===== config.mk =====
export PLATFORM = sky130hd
export DESIGN_NAME = tape_read_byte_assembly
export DESIGN_NICKNAME = d
export VERILOG_FILES = /design/src/verilog/tape_rd_pkg.sv /design/src/verilog/even_char_if.sv /design/src/verilog/tape_read_byte_assembly.sv /design/src/verilog/even_char_logic.sv
export SDC_FILE = /design/constraint.sdc
export NUM_CORES = 1
export LEC_CHECK = 0
export BUFFER_PORTS_ARGS = -buffer_cell sky130_fd_sc_hd__clkbuf_2
export CAP_MARGIN = 20
export CORE_MARGIN = 10
export CORE_UTILIZATION = 52
export DETAILED_ROUTE_END_ITERATION = 6
export PLACE_DENSITY = 0.81
export SETUP_SLACK_MARGIN = 0.1
export SYNTH_ARGS = -nofsm -noshare
export SYNTH_HDL_FRONTEND = slang
export SYNTH_SLANG_ARGS = --single-unit

===== constraint.sdc =====
create_clock -name SYS_CLK -period 3.64 [get_ports SYS_CLK]
set_input_delay 0 -clock SYS_CLK [delete_from_list [all_inputs] [get_ports SYS_CLK]]
set_output_delay 0 -clock SYS_CLK [all_outputs]
set_load 0.05 [all_outputs]

===== src/verilog/tape_rd_pkg.sv =====
// Shared constants for the tape read byte assembly block
package tape_rd_pkg;

  // AXI4-Lite geometry
  localparam int AXI_ADDR_W = 4;
  localparam int AXI_DATA_W = 32;
  localparam logic [1:0] RESP_OKAY = 2'h0;
  localparam logic [1:0] RESP_SLVERR = 2'h2;

  // Register byte offsets
  localparam logic [3:0] CTRL_OFS = 4'h0;
  localparam logic [3:0] STATUS_OFS = 4'h4;
  localparam logic [3:0] BUFFER_OFS = 4'h8;
  localparam logic [3:0] COMMAND_OFS = 4'hc;

  // Control register fields
  localparam int CTRL_W = 4;
  localparam logic [3:0] CTRL_RESET = 4'h0;
  localparam int CTRL_READ_BIT = 0;
  localparam int CTRL_SEVEN_BIT = 1;
  localparam int CTRL_NIBBLE_BIT = 2;
  localparam int CTRL_CHK_PASS_BIT = 3;

  // Status register fields
  localparam int ST_SELECT_READ_BIT = 0;
  localparam int ST_EVEN_PHASE_BIT = 1;
  localparam int ST_SWITCH_BIT = 2;
  localparam int ST_DMA_REQ_BIT = 3;
  localparam int ST_PARITY_BIT = 4;

  // Command and buffer fields
  localparam int CMD_LAUNCH_BIT = 0;
  localparam int BUFFER_PARITY_BIT = 8;
  localparam int BUF_W = 8;

  // Positions of the pin inputs inside the synchroniser vector
  localparam int SI_RD = 0;
  localparam int SI_WR = 1;
  localparam int SI_CHK = 2;
  localparam int SI_CRC = 3;
  localparam int SI_PAR = 4;
  localparam int SI_GRANT = 5;
  localparam int SI_CLR = 6;
  localparam int SI_LINES = 7;
  localparam int SYNC_W = 15;

endpackage


===== src/verilog/even_char_if.sv =====
// Link between the byte assembly path and its even-character logic
`timescale 1ns/1ps
interface even_char_if;
  logic strobe_evt;
  logic launch;
  logic enable;
  logic pass;
  logic phase;

  modport path (output strobe_evt, output launch, output enable, input pass, input phase);
  modport phase_logic (input strobe_evt, input launch, input enable, output pass, output phase);
endinterface


===== src/verilog/tape_read_byte_assembly.sv =====
// Tape read byte assembly: strobe processing, data buffer, bus gating, AXI4-Lite registers
//
// Contract
// - Pass grant when master or not requesting
// - Char strobe per read strobe, check gated
// - Char strobe sets select-read flip-flop
// - Nine-track gates channels into buffer bits
// - Buffer halves loaded by separate strobes
// - Normal modes load both halves together
// - Address bit zero picks bus byte
// - Read lines reversed into channel order
// - Seven-track blocks channels six and seven
// - Nibble-pack needs seven-track selected
// - First nibble character loads both halves
// - Second nibble character loads upper half
// - Nibble-pack requests DMA after even characters
// - Processor read returns buffer and parity
// - Even logic passes only odd strobes
// - Phase toggles each strobe when writing
// - Launch or clear presets both flip-flops
// - Strobe toggles even, switch takes new value same edge
// - Outside nibble-pack every strobe passes
// - Request enabled by even character phase
// - No request on check character strobes
//
// Decided for this implementation: register access over AXI4-Lite and the placing of the registers.
`timescale 1ns/1ps
module tape_read_byte_assembly (
  // Clock and reset
  input wire logic SYS_CLK,
  input wire logic RESET,
  // AXI4-Lite write address
  input wire logic S_AXI_AWVALID,
  output logic S_AXI_AWREADY,
  input wire logic [tape_rd_pkg::AXI_ADDR_W-1:0] S_AXI_AWADDR,
  input wire logic [2:0] S_AXI_AWPROT,
  // AXI4-Lite write data
  input wire logic S_AXI_WVALID,
  output logic S_AXI_WREADY,
  input wire logic [tape_rd_pkg::AXI_DATA_W-1:0] S_AXI_WDATA,
  input wire logic [3:0] S_AXI_WSTRB,
  // AXI4-Lite write response
  output logic S_AXI_BVALID,
  input wire logic S_AXI_BREADY,
  output logic [1:0] S_AXI_BRESP,
  // AXI4-Lite read address
  input wire logic S_AXI_ARVALID,
  output logic S_AXI_ARREADY,
  input wire logic [tape_rd_pkg::AXI_ADDR_W-1:0] S_AXI_ARADDR,
  input wire logic [2:0] S_AXI_ARPROT,
  // AXI4-Lite read data
  output logic S_AXI_RVALID,
  input wire logic S_AXI_RREADY,
  output logic [tape_rd_pkg::AXI_DATA_W-1:0] S_AXI_RDATA,
  output logic [1:0] S_AXI_RRESP,
  // Tape transport pins
  input wire logic [7:0] TRANSPORT_READ_LINES,
  input wire logic TRANSPORT_READ_STROBE,
  input wire logic TRANSPORT_WRITE_STROBE,
  input wire logic CHECK_CHAR_STROBE,
  input wire logic CYCLIC_CHECK_STROBE,
  input wire logic CHECK_CHAR_PARITY,
  input wire logic GENERAL_CLEAR,
  // DMA side
  input wire logic DMA_GRANT_IN,
  output logic DMA_GRANT_OUT,
  input wire logic DMA_MASTER_ACTIVE,
  input wire logic DMA_DATA_PHASE,
  input wire logic DMA_CYCLE_DONE,
  input wire logic MEM_ADDR_BIT0,
  output logic DMA_REQUEST,
  // System bus data lines
  output logic [15:0] BUS_DATA,
  output logic BUS_DATA_OE
);

  ////////////////////////////////////////////////////////////////////////////////
  // State

  typedef struct packed {
    logic [tape_rd_pkg::SYNC_W-1:0] sync1;
    logic [tape_rd_pkg::SYNC_W-1:0] sync2;
    logic rd_prev;
    logic wr_prev;
    logic chk_seen;
    logic crc_seen;
    logic [tape_rd_pkg::CTRL_W-1:0] ctrl;
    logic select_read;
    logic [tape_rd_pkg::BUF_W-1:0] buffer;
    logic parity;
    logic req_pend;
    logic dma_request;
    logic [15:0] bus_data;
    logic bus_oe;
    logic aw_have;
    logic [tape_rd_pkg::AXI_ADDR_W-1:0] awaddr;
    logic w_have;
    logic [tape_rd_pkg::AXI_DATA_W-1:0] wdata;
    logic [3:0] wstrb;
    logic bvalid;
    logic [1:0] bresp;
    logic rvalid;
    logic [tape_rd_pkg::AXI_DATA_W-1:0] rdata;
    logic [1:0] rresp;
  } path_state_t;

  localparam path_state_t PATH_RESET = '{
    ctrl: tape_rd_pkg::CTRL_RESET,
    bresp: tape_rd_pkg::RESP_OKAY,
    rresp: tape_rd_pkg::RESP_OKAY,
    default: '0
  };

  path_state_t q;
  path_state_t n;

  even_char_if ec ();

  even_char_logic u_even_char (
    .clk(SYS_CLK),
    .reset(RESET),
    .ec(ec)
  );

  ////////////////////////////////////////////////////////////////////////////////
  // Channel mapping

  logic [7:0] tape_channel_bits;

  for (genvar gi = 0; gi < 8; gi++) begin : g_chan
    assign tape_channel_bits[gi] = q.sync2[tape_rd_pkg::SI_LINES + 7 - gi];
  end

  ////////////////////////////////////////////////////////////////////////////////
  // Combinational next state

  logic read_mode;
  logic seven_track_select;
  logic nibble_pack;
  logic check_char_pass_enable;
  logic rd_evt;
  logic wr_evt;
  logic check_char_strobe;
  logic cyclic_check_strobe;
  logic char_read_strobe;
  logic buffer_low_load;
  logic buffer_high_load;
  logic [7:0] buffer_in;
  logic launch_pulse;
  logic wr_commit;
  logic wr_hit;
  logic [3:0] wr_word;
  logic [3:0] rd_word;
  logic req_evt;

  always_comb begin
    n = q;
    read_mode = q.ctrl[tape_rd_pkg::CTRL_READ_BIT];
    seven_track_select = q.ctrl[tape_rd_pkg::CTRL_SEVEN_BIT];
    nibble_pack = q.ctrl[tape_rd_pkg::CTRL_NIBBLE_BIT] & seven_track_select;
    check_char_pass_enable = q.ctrl[tape_rd_pkg::CTRL_CHK_PASS_BIT];
    launch_pulse = 1'b0;
    wr_commit = 1'b0;
    wr_hit = 1'b0;
    wr_word = {q.awaddr[3:2], 2'h0};
    rd_word = {S_AXI_ARADDR[3:2], 2'h0};

    n.sync1 = {TRANSPORT_READ_LINES, GENERAL_CLEAR, DMA_GRANT_IN, CHECK_CHAR_PARITY,
               CYCLIC_CHECK_STROBE, CHECK_CHAR_STROBE, TRANSPORT_WRITE_STROBE, TRANSPORT_READ_STROBE};
    n.sync2 = q.sync1;
    n.rd_prev = q.sync2[tape_rd_pkg::SI_RD];
    n.wr_prev = q.sync2[tape_rd_pkg::SI_WR];
    rd_evt = q.rd_prev & ~q.sync2[tape_rd_pkg::SI_RD];
    wr_evt = q.wr_prev & ~q.sync2[tape_rd_pkg::SI_WR];

    // Check strobes may drop before the read strobe does, so remember them per character
    check_char_strobe = q.chk_seen | q.sync2[tape_rd_pkg::SI_CHK];
    cyclic_check_strobe = q.crc_seen | q.sync2[tape_rd_pkg::SI_CRC];
    if (rd_evt) begin
      n.chk_seen = 1'b0;
      n.crc_seen = 1'b0;
    end else if (q.sync2[tape_rd_pkg::SI_RD]) begin
      n.chk_seen = check_char_strobe;
      n.crc_seen = cyclic_check_strobe;
    end

    // check character strobe suppressed unless passed
    char_read_strobe = rd_evt & read_mode & ~(check_char_strobe & ~check_char_pass_enable);

    if (char_read_strobe) begin
      n.select_read = 1'b1;
    end

    buffer_in = tape_channel_bits;
    // seven-track inhibits channels six and seven
    if (seven_track_select) begin
      buffer_in[7:6] = 2'h0;
    end
    // nibble-pack routes channels 0-3 to both halves
    if (nibble_pack) begin
      buffer_in[7:4] = tape_channel_bits[3:0];
    end

    // second nibble character withholds lower load
    buffer_low_load = char_read_strobe & (~nibble_pack | ec.pass);
    buffer_high_load = char_read_strobe;
    if (buffer_low_load) begin
      n.buffer[3:0] = buffer_in[3:0];
    end
    if (buffer_high_load) begin
      n.buffer[7:4] = buffer_in[7:4];
    end

    // parity taken from the check character
    if (read_mode & q.sync2[tape_rd_pkg::SI_CHK]) begin
      n.parity = q.sync2[tape_rd_pkg::SI_PAR];
    end

    // write strobes also drive the phase
    ec.enable = nibble_pack;
    ec.strobe_evt = char_read_strobe | (wr_evt & ~read_mode);

    req_evt = ((rd_evt & read_mode) | (wr_evt & ~read_mode)) & ~check_char_strobe & ~cyclic_check_strobe;
    // The phase settles one cycle after the strobe, so the request waits one cycle for it
    n.req_pend = req_evt;
    // nibble-pack requests only after even characters
    if (q.req_pend & ec.phase) begin
      n.dma_request = 1'b1;
    end else if (DMA_CYCLE_DONE) begin
      n.dma_request = 1'b0;
    end

    // byte lane chosen by address bit zero
    n.bus_oe = DMA_DATA_PHASE & DMA_MASTER_ACTIVE & read_mode;
    if (n.bus_oe) begin
      n.bus_data = MEM_ADDR_BIT0 ? {q.buffer, 8'h00} : {8'h00, q.buffer};
    end else begin
      n.bus_data = 16'h0000;
    end

    // AXI write: address and data taken in either order, answered once both are held
    if (S_AXI_AWVALID & ~q.aw_have & ~q.bvalid) begin
      n.aw_have = 1'b1;
      n.awaddr = S_AXI_AWADDR;
    end
    if (S_AXI_WVALID & ~q.w_have & ~q.bvalid) begin
      n.w_have = 1'b1;
      n.wdata = S_AXI_WDATA;
      n.wstrb = S_AXI_WSTRB;
    end
    if (q.aw_have & q.w_have & ~q.bvalid) begin
      wr_commit = 1'b1;
      n.aw_have = 1'b0;
      n.w_have = 1'b0;
      n.bvalid = 1'b1;
      n.bresp = tape_rd_pkg::RESP_OKAY;
    end else if (q.bvalid & S_AXI_BREADY) begin
      n.bvalid = 1'b0;
    end
    if (wr_commit) begin
      if (wr_word == tape_rd_pkg::CTRL_OFS) begin
        wr_hit = 1'b1;
        if (q.wstrb[0]) begin
          n.ctrl = q.wdata[tape_rd_pkg::CTRL_W-1:0];
        end
      end else if (wr_word == tape_rd_pkg::COMMAND_OFS) begin
        wr_hit = 1'b1;
        launch_pulse = q.wstrb[0] & q.wdata[tape_rd_pkg::CMD_LAUNCH_BIT];
      end else if (wr_word == tape_rd_pkg::STATUS_OFS) begin
        wr_hit = 1'b1;
      end else if (wr_word == tape_rd_pkg::BUFFER_OFS) begin
        wr_hit = 1'b1;
      end
      if (!wr_hit) begin
        n.bresp = tape_rd_pkg::RESP_SLVERR;
      end
    end

    // launch or general clear presets the phase logic
    ec.launch = launch_pulse | q.sync2[tape_rd_pkg::SI_CLR];
    if (ec.launch) begin
      n.select_read = 1'b0;
      n.req_pend = 1'b0;
      n.dma_request = 1'b0;
    end

    // AXI read: answered one cycle after the address is taken
    if (S_AXI_ARVALID & ~q.rvalid) begin
      n.rvalid = 1'b1;
      n.rresp = tape_rd_pkg::RESP_OKAY;
      n.rdata = '0;
      if (rd_word == tape_rd_pkg::CTRL_OFS) begin
        n.rdata[tape_rd_pkg::CTRL_W-1:0] = q.ctrl;
      end else if (rd_word == tape_rd_pkg::STATUS_OFS) begin
        n.rdata[tape_rd_pkg::ST_SELECT_READ_BIT] = q.select_read;
        n.rdata[tape_rd_pkg::ST_EVEN_PHASE_BIT] = ec.phase;
        n.rdata[tape_rd_pkg::ST_SWITCH_BIT] = ec.pass;
        n.rdata[tape_rd_pkg::ST_DMA_REQ_BIT] = q.dma_request;
        n.rdata[tape_rd_pkg::ST_PARITY_BIT] = q.parity;
      end else if (rd_word == tape_rd_pkg::BUFFER_OFS) begin
        // buffer in low byte, parity on bit 8
        n.rdata[tape_rd_pkg::BUF_W-1:0] = q.buffer;
        n.rdata[tape_rd_pkg::BUFFER_PARITY_BIT] = q.parity;
      end else if (rd_word == tape_rd_pkg::COMMAND_OFS) begin
        n.rdata = '0;
      end else begin
        n.rresp = tape_rd_pkg::RESP_SLVERR;
      end
    end else if (q.rvalid & S_AXI_RREADY) begin
      n.rvalid = 1'b0;
    end
  end

  always_ff @(posedge SYS_CLK or posedge RESET) begin
    if (RESET) begin
      q <= PATH_RESET;
    end else begin
      q <= n;
    end
  end

  ////////////////////////////////////////////////////////////////////////////////
  // Outputs

  assign S_AXI_AWREADY = ~q.aw_have & ~q.bvalid;
  assign S_AXI_WREADY = ~q.w_have & ~q.bvalid;
  assign S_AXI_BVALID = q.bvalid;
  assign S_AXI_BRESP = q.bresp;
  assign S_AXI_ARREADY = ~q.rvalid;
  assign S_AXI_RVALID = q.rvalid;
  assign S_AXI_RDATA = q.rdata;
  assign S_AXI_RRESP = q.rresp;

  assign DMA_REQUEST = q.dma_request;
  // grant passes when master or not requesting
  assign DMA_GRANT_OUT = q.sync2[tape_rd_pkg::SI_GRANT] & (DMA_MASTER_ACTIVE | ~q.dma_request);

  assign BUS_DATA = q.bus_data;
  assign BUS_DATA_OE = q.bus_oe;

endmodule


===== src/verilog/even_char_logic.sv =====
// Even-character flip-flop and strobe switch flip-flop
`timescale 1ns/1ps
module even_char_logic (
  // Clock and reset
  input wire logic clk,
  input wire logic reset,
  // Path side
  even_char_if.phase_logic ec
);

  typedef struct packed {
    logic even;
    logic sw;
  } ec_state_t;

  localparam ec_state_t EC_RESET = '{even: 1'b1, sw: 1'b1};

  ec_state_t q;
  ec_state_t n;

  always_comb begin
    n = q;
    if (ec.launch) begin
      n.even = 1'b1;
      n.sw = 1'b1;
    end else if (!ec.enable) begin
      n.even = 1'b1;
      n.sw = 1'b1;
    end else if (ec.strobe_evt) begin
      n.even = ~q.even;
      n.sw = ~q.even;
    end
  end

  always_ff @(posedge clk or posedge reset) begin
    if (reset) begin
      q <= EC_RESET;
    end else begin
      q <= n;
    end
  end

  assign ec.pass = q.sw;
  assign ec.phase = q.even;

endmodule


==> flow_summary_export.csv <==
group,metric,value,unit
global_routing,grt_max_degree,49,
cells_and_area,antennaDiodeCount,0,
clock_tree,clockBufferDepth,2,
drt,routed_wl,6440,microns
clock_tree,hold_buffers,27,
global_routing,grt_overflow,0,
flow_run,drv_cap,0,
sta,slew_headroom,52.6,%
floorplan,initial_core_util,53.1,%
clock_tree,insertion_delay,0.36,ns
setup_path,cp-end-kind,"flop",
sta,setup_viol,0,
drt,vias,2066,
placed_design,dpl_cell_area,3710,sq um
power_and_ir_drop,max-vdd-ir-drop,0.666,mV
floorplan,io_pins,136,
placed_design,dp_hpwl,4730,microns
global_routing,grt_pass1_vias,2172,
cells_and_area,layout_commonest_cell,"dfrtp_1",
setup_path,cp_slowest_cell,"and3b_1",
setup_path,cp_top_family,"simple AND/OR/NAND/NOR gates",
setup_path,worstPathArrival,1.72,ns
sta,finalSetupTns,0,ns
setup_path,cp-start-kind,"flop",
floorplan,die_h,103,microns
clock_tree,htreeDepth,3,
clock_tree,cts_setup_buffers,0,
setup_path,cp_cell_sequence,"and3b_1, o211ai_4, mux2_4",
cells_and_area,layout_common_cells,"90 x dfrtp_1, 70 x clkbuf_2, 27 x dlygate4sd3_1, 24 x conb_1, 14 x mux2_2",
yosys,synth-seq-area-share,63.5,%
yosys,synth_area_per_cell,13.1,sq um
clock_tree,cts_resized,0,
power_and_ir_drop,p_leak,2.17,nW
floorplan,core,6760,sq um
yosys,synth-edff-count,0,
setup_path,cp_num_buf_inv,0,
yosys,ys_seq_elements,91,
clock_tree,cts.sinks,91,
yosys,synth_top_area_cell,"dfrtp_1",
cells_and_area,final_area,4160,sq um
drt,final_antenna_net_count,0,
sta,rsz0062_at_grt,"false",
yosys,synth_cell_type_count,37,
cells_and_area,instances_no_fill,432,
power_and_ir_drop,fin_total_pwr,0.00270,W
yosys,async_flop_share,100,%
yosys,yosysTopAreaCellShare,62.8,%
setup_path,cp_max_fo,9,
floorplan,die_w,103,microns
global_routing,antenna_found_initial,0,
setup_path,crit_type,"flop to flop",
sta,period_minus_slack,1.47,ns
yosys,synth_area,3590,sq um
yosys,synthFlopType,"dfrtp_1",
sta,worst_pin_slew,0.710,ns
drt,drc,0,
global_routing,grt_pass1_wl,10500,microns
yosys,syn-instance-count,273,
yosys,yosysWarningCount,0,
clock_tree,cts-root-buf,"clkbuf_8",
drt,firstDrtPassIters,4,
clock_tree,cts_tree,"done",
setup_path,critPathRequiredTime,3.89,ns
clock_tree,numCtsBuffers,9,
yosys,ys_top_cells_by_area,"dfrtp_1 63%, buf_4 11%, mux2_2 4.4%",
sta,min_period_over_period,40.5,%
hold_path,hold_path.class,"input pin to flop",
placed_design,dp.cells,389,
power_and_ir_drop,powerDensity,648,nW/um^2
placed_design,gp_congestion,0.832,
cells_and_area,area_delta_synth_final,16.0,%
status,status,"completed",
sta,fmax,679,MHz
global_routing,grtUsageTotal,12.7,%
sta,hold_viol,0,
floorplan,rows,30,
cells_and_area,finalNetCount,423,
setup_path,critPathMaxStageDelay,0.44,ns
floorplan,fp.dieArea,10600,sq um
sta,finalClockSkew,0.00722,ns
cells_and_area,fillers,527,
placed_design,portBuffers,70,
cells_and_area,drive_gt1_share,31.3,%
drt,initialDrtViolationCount,84,
drt,wl_per_cell,14.9,microns
drt,via_per_inst,4.78,
clock_tree,path_clk_slew,0.09,ns
sta,slew_violations,0,
## routing by layer
layer  wire (microns)  vias up  GRT usage (%)
met5                0        -              0
li1                 -      993              -
met1             2710      987           16.2
met4              112        0           5.78
met2             3000       75           18.7
met3              618       11           4.96
## through the flow
stage	util [%]	setup slack [ns]	hold WS [ns]
after floorplan	-	1.28	0.0314
after global placement	54.9	2.20	0.101
after detailed placement	54.9	2.18	0.110
after CTS	61.6	2.16	0.00138
after global routing	61.6	2.06	0.0442
final	61.6	2.17	0.0455
## cell usage after synthesis (2+ instances only)
| library cell | count |
|---|---|
| dfrtp_1 | 90 |
| buf_4 | 52 |
| mux2_2 | 14 |
| and2_1 | 13 |
| and3_1 | 10 |
| o21ai_0 | 10 |
| inv_1 | 8 |
| nand2_1 | 8 |
| mux2i_1 | 7 |
| a21oi_1 | 6 |
| nor2b_1 | 6 |
| nor2_1 | 5 |
| a22o_1 | 4 |
| a2bb2oi_1 | 4 |
| buf_2 | 4 |
| mux2_4 | 4 |
| nand3_1 | 3 |
| nor3_1 | 3 |
| a2111oi_0 | 2 |
| a22oi_1 | 2 |
| a31oi_1 | 2 |
## cells by family (layout without fill, tap and decap cells)
group                  after synthesis  in the layout  share of synthesized area (%)
flip-flops                          91             91                           63.5
other                                1             24                          0.105
AND/OR/NAND/NOR                     55             55                           8.72
multiplexers                        25             25                           8.02
AO/OA/AOI/OAI                       35             35                           6.97
buffers and inverters               66            122                           12.7
## registers in the layout, summed over array words and instances, names as in the netlist, named ones only
name / count
q: 36
n: 17
BUS_DATA: 16
S_AXI_RDATA: 9
buffer_in: 4
BUS_DATA_OE: 1
DMA_REQUEST: 1
S_AXI_BRESP: 1
S_AXI_BVALID: 1
S_AXI_RRESP: 1
S_AXI_RVALID: 1
check_char_pass_enable: 1
u_even_char.ec.pass: 1
## where the power goes
| group | internal, W | leakage [nW] | total, W | switching [W] |
|---|---|---|---|---|
| combinational | 0.000264 | 0.927 | 0.000713 | 0.000449 |
| sequential | 0.00119 | 1.14 | 0.00136 | 0.000163 |
| clock | 0.000275 | 0.0989 | 0.000628 | 0.000353 |
| total | 0.00173 | 2.17 | 0.00270 | 0.000965 |
## final cells by class
class / count / area, sq um / area share (%)
multi-input cells: 139 / 941 / 22.6
clock inverters: 6 / 47.5 / 1.14
flip-flops and latches: 91 / 2280 / 54.7
inverters: 8 / 31.3 / 0.751
well taps: 80 / 100 / 2.40
repair buffers: 98 / 628 / 15.1
clock buffers: 10 / 138 / 3.31
## path summary, 6_finish.rpt
| path | startpoint | slack, ns | cells after the start | end |
|---|---|---|---|---|
| min reg2reg | n[129] | 0.35 | 0 | buffer_in[2] |
| max reg2reg | n[116] | 2.17 | 3 | q[103] |
| max in group asynchronous | RESET | 2.34 | 4 | q[99] |
| max | n[116] | 2.17 | 3 | q[103] |
| min in group asynchronous | RESET | 0.27 | 3 | n[125] |
| min | S_AXI_AWVALID | 0.05 | 3 | q[79] |
## worst register-to-register path, stage by stage, from the launching register on
cell	delay, ns
dfrtp_1	0.42
and3b_1	0.44
o211ai_4	0.18
mux2_4	0.33
Power figures use the tool's default switching activity.
